===== config.mk =====
export PLATFORM = sky130hd
export DESIGN_NAME = program_address_sequencer
export DESIGN_NICKNAME = d
export VERILOG_FILES = /design/src/rtl/pas_pkg.sv /design/src/rtl/program_address_sequencer.sv /design/src/rtl/return_stack.sv /design/src/rtl/repeat_counter.sv
export SDC_FILE = /design/constraint.sdc
export NUM_CORES = 1
export LEC_CHECK = 0
export BUFFER_PORTS_ARGS = -buffer_cell sky130_fd_sc_hd__clkbuf_2
export CAP_MARGIN = 15
export CORE_ASPECT_RATIO = 1.75
export CORE_UTILIZATION = 50
export CTS_CLUSTER_SIZE = 14
export DETAILED_ROUTE_END_ITERATION = 10
export GPL_ROUTABILITY_DRIVEN = 0
export GPL_TIMING_DRIVEN = 0
export PLACE_DENSITY_LB_ADDON = 0.25
export SYNTH_ARGS = -nofsm -noshare
export SYNTH_HDL_FRONTEND = slang
export SYNTH_SLANG_ARGS = --single-unit

===== constraint.sdc =====
create_clock -name mclk_in -period 3.65 [get_ports mclk_in]
set_input_delay 0.73 -clock mclk_in [delete_from_list [all_inputs] [get_ports mclk_in]]
set_output_delay 0.73 -clock mclk_in [all_outputs]
set_load 0.01 [all_outputs]

===== src/rtl/pas_pkg.sv =====
`default_nettype none
package pas_pkg;
  localparam int ADDR_W = 16;
  localparam int STACK_DEPTH = 8;
  localparam int SP_W = 3;
  localparam logic [15:0] RESET_ADDR = 16'h0000;
  localparam logic [15:0] ADDR_ONE = 16'h0001;
  localparam logic [15:0] ADDR_TWO = 16'h0002;
  localparam logic [15:0] ZERO_WORD = 16'h0000;

  // address-generation operations requested by the decoder
  typedef enum logic [3:0] {
    OP_SEQ        = 4'h0,
    OP_HOLD       = 4'h1,
    OP_BRANCH     = 4'h2,
    OP_CALL       = 4'h3,
    OP_RETURN     = 4'h4,
    OP_INTR       = 4'h5,
    OP_BR_ACC     = 4'h6,
    OP_CALL_ACC   = 4'h7,
    OP_PUSH_ACC   = 4'h8,
    OP_POP_ACC    = 4'h9,
    OP_PUSH_MEM   = 4'hA,
    OP_POP_MEM    = 4'hB,
    OP_MICRO_OP   = 4'hC,
    OP_RPT_LOAD   = 4'hD
  } pas_op_t;

  // micro-op sequencing states, gray along idle -> run -> finish
  typedef enum logic [1:0] {
    MS_IDLE   = 2'b00,
    MS_RUN    = 2'b01,
    MS_FINISH = 2'b11
  } micro_state_t;
endpackage : pas_pkg
`default_nettype wire


===== src/rtl/program_address_sequencer.sv =====
// What this block does
// - sequential step: counter plus one or two
// - branch loads immediate word after opcode
// - call pushes next address, then loads target
// - return pops stack top into counter
// - interrupt loads its vector slot address
// - accumulator branch/call use low sixteen bits
// - accumulator via data bus, immediates via program
// - eight-deep sixteen-bit return stack
// - automatic push adds no cycles
// - accumulator push/pop move low half
// - memory push/pop exchange data words
// - push shifts down, bottom lost silently
// - pop shifts up, bottom value kept
// - hidden one-entry sixteen-bit micro stack
// - two-operand ops save/restore fetch address
// - repeats step first operand via counter
// - micro stack unreachable by instructions
// - sixteen-bit repeat count for next instruction
// - holding register drives program address bus
// - table/block return uses micro stack
`default_nettype none
module program_address_sequencer (
  // clock and reset
  input wire logic mclk_in,
  input wire logic sys_rst_in,
  // decoder request, one operation per cycle
  input wire logic op_valid_in,
  input wire logic [3:0] op_code_in,
  input wire logic two_word_in,
  // operand sources
  input wire logic [15:0] program_read_bus_in,
  input wire logic [15:0] data_read_bus_in,
  input wire logic [15:0] vector_addr_in,
  // two-operand instruction ends this cycle
  input wire logic micro_done_in,
  // program memory side
  output logic [15:0] program_address_bus_out,
  // stack data back to datapath
  output logic [15:0] acc_low_out,
  output logic acc_low_valid_out,
  output logic [15:0] data_mem_out,
  output logic data_mem_valid_out,
  // status
  output logic [15:0] program_counter_out,
  output logic [15:0] repeat_count_out,
  output logic repeat_active_out,
  output logic micro_busy_out
);
  ////////////////////////////////////////////////////////////////////////
  pas_pkg::pas_op_t op;
  logic [15:0] pc_q;
  logic [15:0] pc_d;
  logic [15:0] fetch_address_hold_q;
  logic [15:0] micro_return_stack_q;
  logic [15:0] stack_top;
  logic [15:0] rpt_count;
  logic rpt_active;
  logic stack_push;
  logic stack_pop;
  logic [15:0] stack_push_data;
  logic rpt_load;
  logic rpt_step;
  pas_pkg::micro_state_t micro_state_q;
  logic [15:0] acc_low_q;
  logic acc_low_valid_q;
  logic [15:0] data_mem_q;
  logic data_mem_valid_q;
  logic [15:0] repeat_count_q;
  logic repeat_active_q;
  logic micro_busy_q;
  logic [15:0] pc_out_q;

  assign op = op_valid_in ? pas_pkg::pas_op_t'(op_code_in) : pas_pkg::OP_HOLD;

  function automatic logic [15:0] seq_step(input logic [15:0] base, input logic two);
    seq_step = two ? base + pas_pkg::ADDR_TWO : base + pas_pkg::ADDR_ONE;
  endfunction : seq_step

  ////////////////////////////////////////////////////////////////////////
  // push/pop requests to the main stack; the micro stack is never a target
  always_comb begin
    stack_push = 1'b0;
    stack_pop = 1'b0;
    stack_push_data = pas_pkg::ZERO_WORD;
    unique case (op)
      pas_pkg::OP_CALL, pas_pkg::OP_CALL_ACC: begin
        stack_push = 1'b1;
        stack_push_data = seq_step(pc_q, two_word_in);
      end
      pas_pkg::OP_INTR: begin
        stack_push = 1'b1;
        stack_push_data = pc_q;
      end
      pas_pkg::OP_PUSH_ACC, pas_pkg::OP_PUSH_MEM: begin
        stack_push = 1'b1;
        stack_push_data = data_read_bus_in;
      end
      pas_pkg::OP_RETURN, pas_pkg::OP_POP_ACC, pas_pkg::OP_POP_MEM: begin
        stack_pop = 1'b1;
      end
      default: begin
      end
    endcase
  end

  return_stack return_stack_inst (
    .mclk_in(mclk_in),
    .sys_rst_in(sys_rst_in),
    .push_in(stack_push),
    .pop_in(stack_pop),
    .push_data_in(stack_push_data),
    .stack_top_out(stack_top)
  );

  ////////////////////////////////////////////////////////////////////////
  assign rpt_load = (op == pas_pkg::OP_RPT_LOAD);
  assign rpt_step = (micro_state_q == pas_pkg::MS_RUN) && op_valid_in;

  repeat_counter repeat_counter_inst (
    .mclk_in(mclk_in),
    .sys_rst_in(sys_rst_in),
    .load_in(rpt_load),
    .load_value_in(program_read_bus_in),
    .step_in(rpt_step),
    .count_out(rpt_count),
    .active_out(rpt_active)
  );

  ////////////////////////////////////////////////////////////////////////
  // next program counter
  always_comb begin
    pc_d = pc_q;
    unique case (op)
      pas_pkg::OP_SEQ: begin
        pc_d = seq_step(pc_q, two_word_in);
      end
      pas_pkg::OP_HOLD: begin
        pc_d = pc_q;
      end
      pas_pkg::OP_BRANCH, pas_pkg::OP_CALL: begin
        pc_d = program_read_bus_in;
      end
      pas_pkg::OP_RETURN: begin
        pc_d = stack_top;
      end
      pas_pkg::OP_INTR: begin
        pc_d = vector_addr_in;
      end
      pas_pkg::OP_BR_ACC, pas_pkg::OP_CALL_ACC: begin
        pc_d = data_read_bus_in;
      end
      pas_pkg::OP_PUSH_ACC, pas_pkg::OP_POP_ACC, pas_pkg::OP_PUSH_MEM,
      pas_pkg::OP_POP_MEM, pas_pkg::OP_RPT_LOAD: begin
        // stack and repeat ops still advance the fetch
        pc_d = seq_step(pc_q, two_word_in);
      end
      pas_pkg::OP_MICRO_OP: begin
        pc_d = program_read_bus_in;
      end
      default: begin
        // unused codes act as a dummy cycle
        pc_d = pc_q;
      end
    endcase
    // while a two-operand op runs, the counter walks the first operand
    if (micro_state_q == pas_pkg::MS_RUN) begin
      pc_d = op_valid_in ? pc_q + pas_pkg::ADDR_ONE : pc_q;
    end
    if (micro_state_q == pas_pkg::MS_FINISH) begin
      pc_d = micro_return_stack_q;
    end
  end

  always_ff @(posedge mclk_in) begin
    if (sys_rst_in) begin
      pc_q <= pas_pkg::RESET_ADDR;
    end else begin
      pc_q <= pc_d;
    end
  end

  ////////////////////////////////////////////////////////////////////////
  // micro stack: written and read only by this sequencer, no port reaches it
  always_ff @(posedge mclk_in) begin
    if (sys_rst_in) begin
      micro_state_q <= pas_pkg::MS_IDLE;
    end else begin
      unique case (micro_state_q)
        pas_pkg::MS_IDLE: begin
          if (op == pas_pkg::OP_MICRO_OP) begin
            micro_state_q <= pas_pkg::MS_RUN;
          end
        end
        pas_pkg::MS_RUN: begin
          if (micro_done_in && !rpt_active) begin
            micro_state_q <= pas_pkg::MS_FINISH;
          end
        end
        pas_pkg::MS_FINISH: begin
          micro_state_q <= pas_pkg::MS_IDLE;
        end
        default: micro_state_q <= pas_pkg::MS_IDLE;
      endcase
    end
  end

  ////////////////////////////////////////////////////////////////////////
  // single entry: written only from idle, so a two-operand op arriving mid-run leaves it alone
  always_ff @(posedge mclk_in) begin
    if (sys_rst_in) begin
      micro_return_stack_q <= pas_pkg::ZERO_WORD;
    end else if (micro_state_q == pas_pkg::MS_IDLE && op == pas_pkg::OP_MICRO_OP) begin
      micro_return_stack_q <= seq_step(pc_q, two_word_in);
    end
  end

  ////////////////////////////////////////////////////////////////////////
  // holding register drives the address bus; dummy cycles reuse it
  always_ff @(posedge mclk_in) begin
    if (sys_rst_in) begin
      fetch_address_hold_q <= pas_pkg::RESET_ADDR;
    end else if (op != pas_pkg::OP_HOLD || micro_state_q != pas_pkg::MS_IDLE) begin
      fetch_address_hold_q <= pc_d;
    end
  end

  ////////////////////////////////////////////////////////////////////////
  // pop result to accumulator; word holds until the next pop
  always_ff @(posedge mclk_in) begin
    if (sys_rst_in) begin
      acc_low_q <= pas_pkg::ZERO_WORD;
      acc_low_valid_q <= 1'b0;
    end else begin
      acc_low_valid_q <= (op == pas_pkg::OP_POP_ACC);
      if (op == pas_pkg::OP_POP_ACC) begin
        acc_low_q <= stack_top;
      end
    end
  end

  ////////////////////////////////////////////////////////////////////////
  // pop result to data memory
  always_ff @(posedge mclk_in) begin
    if (sys_rst_in) begin
      data_mem_q <= pas_pkg::ZERO_WORD;
      data_mem_valid_q <= 1'b0;
    end else begin
      data_mem_valid_q <= (op == pas_pkg::OP_POP_MEM);
      if (op == pas_pkg::OP_POP_MEM) begin
        data_mem_q <= stack_top;
      end
    end
  end

  ////////////////////////////////////////////////////////////////////////
  // status mirrors, registered so every output comes from a flop
  // cost: each one lags its source by a cycle
  always_ff @(posedge mclk_in) begin
    if (sys_rst_in) begin
      repeat_count_q <= pas_pkg::ZERO_WORD;
    end else begin
      repeat_count_q <= rpt_count;
    end
  end

  always_ff @(posedge mclk_in) begin
    if (sys_rst_in) begin
      repeat_active_q <= 1'b0;
    end else begin
      repeat_active_q <= rpt_active;
    end
  end

  always_ff @(posedge mclk_in) begin
    if (sys_rst_in) begin
      micro_busy_q <= 1'b0;
    end else begin
      micro_busy_q <= (micro_state_q != pas_pkg::MS_IDLE);
    end
  end

  ////////////////////////////////////////////////////////////////////////
  // counter mirror for debug only, the bus itself comes from the hold
  always_ff @(posedge mclk_in) begin
    if (sys_rst_in) begin
      pc_out_q <= pas_pkg::RESET_ADDR;
    end else begin
      pc_out_q <= pc_q;
    end
  end

  assign program_address_bus_out = fetch_address_hold_q;
  assign acc_low_out = acc_low_q;
  assign acc_low_valid_out = acc_low_valid_q;
  assign data_mem_out = data_mem_q;
  assign data_mem_valid_out = data_mem_valid_q;
  assign program_counter_out = pc_out_q;
  assign repeat_count_out = repeat_count_q;
  assign repeat_active_out = repeat_active_q;
  assign micro_busy_out = micro_busy_q;
endmodule : program_address_sequencer
`default_nettype wire


===== src/rtl/return_stack.sv =====
`default_nettype none
module return_stack (
  // clock and reset
  input wire logic mclk_in,
  input wire logic sys_rst_in,
  // control
  input wire logic push_in,
  input wire logic pop_in,
  input wire logic [15:0] push_data_in,
  // state
  output logic [15:0] stack_top_out
);
  logic [15:0] level_q [pas_pkg::STACK_DEPTH];

  always_ff @(posedge mclk_in) begin
    if (sys_rst_in) begin
      for (int i = 0; i < pas_pkg::STACK_DEPTH; i++) begin
        level_q[i] <= pas_pkg::ZERO_WORD;
      end
    end else if (push_in) begin
      // bottom entry falls off silently, no overflow flag
      level_q[0] <= push_data_in;
      for (int i = 1; i < pas_pkg::STACK_DEPTH; i++) begin
        level_q[i] <= level_q[i-1];
      end
    end else if (pop_in) begin
      for (int i = 0; i < pas_pkg::STACK_DEPTH - 1; i++) begin
        level_q[i] <= level_q[i+1];
      end
      // bottom keeps its value so deep pops repeat it
      level_q[pas_pkg::STACK_DEPTH-1] <= level_q[pas_pkg::STACK_DEPTH-1];
    end
  end

  assign stack_top_out = level_q[0];
endmodule : return_stack
`default_nettype wire


===== src/rtl/repeat_counter.sv =====
`default_nettype none
module repeat_counter (
  // clock and reset
  input wire logic mclk_in,
  input wire logic sys_rst_in,
  // control
  input wire logic load_in,
  input wire logic [15:0] load_value_in,
  input wire logic step_in,
  // state
  output logic [15:0] count_out,
  output logic active_out
);
  logic [15:0] repeat_count_q;

  always_ff @(posedge mclk_in) begin
    if (sys_rst_in) begin
      repeat_count_q <= pas_pkg::ZERO_WORD;
    end else if (load_in) begin
      repeat_count_q <= load_value_in;
    end else if (step_in && repeat_count_q != pas_pkg::ZERO_WORD) begin
      repeat_count_q <= repeat_count_q - pas_pkg::ADDR_ONE;
    end
  end

  assign count_out = repeat_count_q;
  assign active_out = (repeat_count_q != pas_pkg::ZERO_WORD);
endmodule : repeat_counter
`default_nettype wire


==> summary.txt <==
Outcome
  – Outcome: finished clean

Drt
  – Met1 Routed Length: between 10000 and 15000 um
  – DR WL met2: 20000 um
  – Initial detailed-routing violation count: 1170
  – First drt pass iteration count: 5
  – WL met3: around 3600 um
  – DRC: 0
  – Vias per cell: between 6 and 7
  – DRT Wirelength: 40300 um
  – Via count: 10600
  – Final ANT Viol Nets: 0
  – Routed wire length per instance: 24.1 um
  – Top sig layer: met5

Logic synthesis
  – Synthesized Nets: around 1200
  – Top cells by area, synth: edfxtp_1 (32%), dfxtp_1 (22%), a22o_1 (6.5%)
  – Most used DFF post-synth: dfxtp_1
  – Post-Syn Area: roughly 12000 um2
  – Compound-Gate Fraction of Synth Area: about a fifth
  – Post-synthesis mux area share: ~2.3%
  – Largest family of logic cells by synthesized area: compound AO/OA/AOI/OAI gates
  – Syn Inst Count: between 1000 and 1500
  – Area share of and/or/nand/nor cells after synthesis: approximately 16%
  – Mean Syn Cell Area: approximately 10 um2
  – #FFs+latches synth: ~260
  – Synth warn: 0
  – Sequential-to-total area share from yosys stat: 54.3%
  – Yosys top cell area share: a little under a third
  – Adder-cell share of the synthesized area: less than 1%
  – Biggest area consumer among synthesized cells: edfxtp_1
  – Number of flops mapped to enable cells by yosys: 128
  – Xor/xnor cell area share of the yosys netlist: under 10%
  – Share of synthesized registers carrying an async set or reset: 0%
  – Netlist cell types: 76

Clock network
  – Post-CTS setup buffer count: 0
  – Cts repair resizes: 0
  – Root Buffer: clkbuf_16
  – Cts hold-fix bufs: 0
  – Clk slew on worst S/H paths: roughly 70 ps
  – CTS tree: done
  – Num CTS Buffers: 25
  – Clock Sinks: between 200 and 300
  – Clock buffer depth: 3
  – Worst skew pair latency: ~560 ps
  – H-tree levels: 1

Floorplanning
  – Die area: about 25000 um2
  – Die height: 207 um
  – Starting density of the core: 51.3%
  – Row count: 74
  – Die Width: about 120 um
  – Core area: 23400 um2
  – I/O pin total: roughly 140

STA
  – Final hold violations: 0
  – Final Slew Violations: 0
  – Final Cycle Share: 83.9%
  – Slew Limit Headroom: about 28%
  – Final setup fails: 0
  – RSZ-0062 raised after global routing: no
  – Final worst setup slack: 588 ps
  – Final Hold Slack: slightly above 400 ps
  – Min Tclk post-route: 3060 ps
  – Fmax achieved: between 300 and 400 MHz
  – Worst-Margin Slew: 1070 ps
  – Worst-case clock skew: a little under 20 ps

Global route
  – Largest net degree at the start of global routing: 65
  – Total global routing overflow: 0
  – GRT Overall Usage: between 30 and 40%
  – Global-route wire length before repair: around 60000 um
  – Antenna violations before repair: 1
  – Number of global-route vias before repair: between 10000 and 15000

Power and ir drop
  – Max rail drop VDD: about 0.35 mV
  – Combinational power share: a little over a tenth
  – Switching power: 1720 uW
  – Leak: 0.00532 uW
  – Total power: about 6600 uW
  – Pint: between 4000 and 5000 uW
  – Clk network pwr share: 38.4%
  – PD cells: ~480 nW/um2
  – Sw Share: roughly 26%
  – Reg power frac: 51.0%

Place
  – Dpl ws: between 300 and 400 ps
  – HPWL Detailed: 29700 um
  – Post-placement cell count: roughly 1600
  – IO buf count: about 140

Critical path
  – Critical Path Most Common Cell: clkbuf_1
  – R2r setup slk: 590 ps
  – Worst Path Arrival: roughly 3500 ps
  – Critical Path Sink Type: register
  – Kind of critical path: reg2reg
  – Startpoint Class: register
  – Worst Path Required: about 4100 ps
  – Crit-path max cell delay: approximately 610 ps
  – Crit-path slowest cell: clkbuf_1
  – Worst-path maximum fanout: 10
  – Critical-path cell list: clkbuf_1 -> clkbuf_1 -> clkbuf_1 -> nor2_1 -> a22oi_1 -> nand3_1 -> a21oi_1

Hold path
  – HP Class: in2reg

Finish
  – Fin cells: ~1700
  – Layout overhead on the synthesized area: 15.6%
  – Ant. Diodes: 0
  – Commonest non-fill, non-tap cell in the layout: clkbuf_2
  – FILL cells: around 2000
  – Final Net Count: around 1400
  – Most frequent cells in the layout: clkbuf_2 (139), dfxtp_1 (134), edfxtp_1 (128)
  – Layout cell share with drive strength beyond 1: 16.3%

Flow run
  – Max-cap violations: 0
[Yosys cell counts (21+ instances only)]
cell type,number
o21ai_0,33
a22o_1,89
nor2b_1,37
a211oi_1,35
nor2_1,126
clkbuf_1,76
nand2_1,128
nor3_1,21
a21oi_1,74
xnor2_1,32
edfxtp_1,128
mux2i_1,25
buf_2,22
dfxtp_1,134
[power by group through the flow]
stage / clock (uW) / combinational, uW / sequential (uW)
2_1_floorplan: 0 / 408 / 3400
3_3_place_gp: 0 / 658 / 3430
3_5_place_dp: 0 / 674 / 3430
4_1_cts: 2550 / 677 / 3360
5_1_grt: 2660 / 747 / 3380
6_report: 2530 / 702 / 3370
[sequential cells by signal (all words and copies together) (netlist names)]
name,count
return_stack_inst.level_q,128
acc_low_out,16
data_mem_out,16
micro_return_stack_q,16
pc_q,16
program_address_bus_out,16
program_counter_out,16
repeat_count_out,16
repeat_counter_inst.count_out,16
micro_state_q,2
acc_low_valid_out,1
data_mem_valid_out,1
micro_busy_out,1
repeat_active_out,1
[layer usage]
metal / GRT usage [%] / vias up
met5: 0 / -
met4: 25.0 / 2
met3: 8.26 / 226
met2: 56.4 / 669
met1: 33.1 / 4983
li1: - / 4699
[cell families (layout without fill, tap and decap cells)]
| kind of cell | count (synthesis) | in the layout |
|---|---|---|
| AOI/OAI and AO/OA | 332 | 332 |
| xor gates and xnor gates | 42 | 42 |
| adders and majority gates | 3 | 3 |
| buffers and inverters | 117 | 301 |
| DFF | 262 | 262 |
| muxes | 27 | 27 |
| and+or+nand+nor | 403 | 403 |
[per-stage QoR]
stage	TNS [ps]	cell area (um2)	utilization, %
6_report	0	13900	59.3
5_1_grt	0	13900	59.3
3_3_place_gp	-71990	13100	55.9
3_5_place_dp	0	13100	56.0
4_1_cts	0	13900	59.3
2_1_floorplan	0	12000	-
[critical path: cells and delay by family, from the launching register on]
kind	cells	cell delay, ps
AND/OR/NAND/NOR	2	290
AO/OA/AOI/OAI	2	670
flip-flops	1	360
buffers and inverters	3	1640
[final timing paths]
check,end,from,cells after the start
worst max-delay path,program_address_bus_out[0],micro_state_q[0],7
worst max register to register,program_address_bus_out[0],micro_state_q[0],7
worst min register to register,data_mem_out[12],data_mem_out[12],2
worst min-delay path,micro_state_q[1],micro_done_in,3
[layout make-up]
class | count | area [um2] | area share (%)
buffer | 107 | 440 | 3.17
sequential | 262 | 6530 | 47.0
inverter | 10 | 37.5 | 0.270
tap | 304 | 380 | 2.74
multi-input combinational | 807 | 5030 | 36.2
timing repair buffer | 139 | 711 | 5.11
clock buffer | 33 | 688 | 4.95
clock inverter | 12 | 86.3 | 0.621
(Power assumes the default switching activity.)
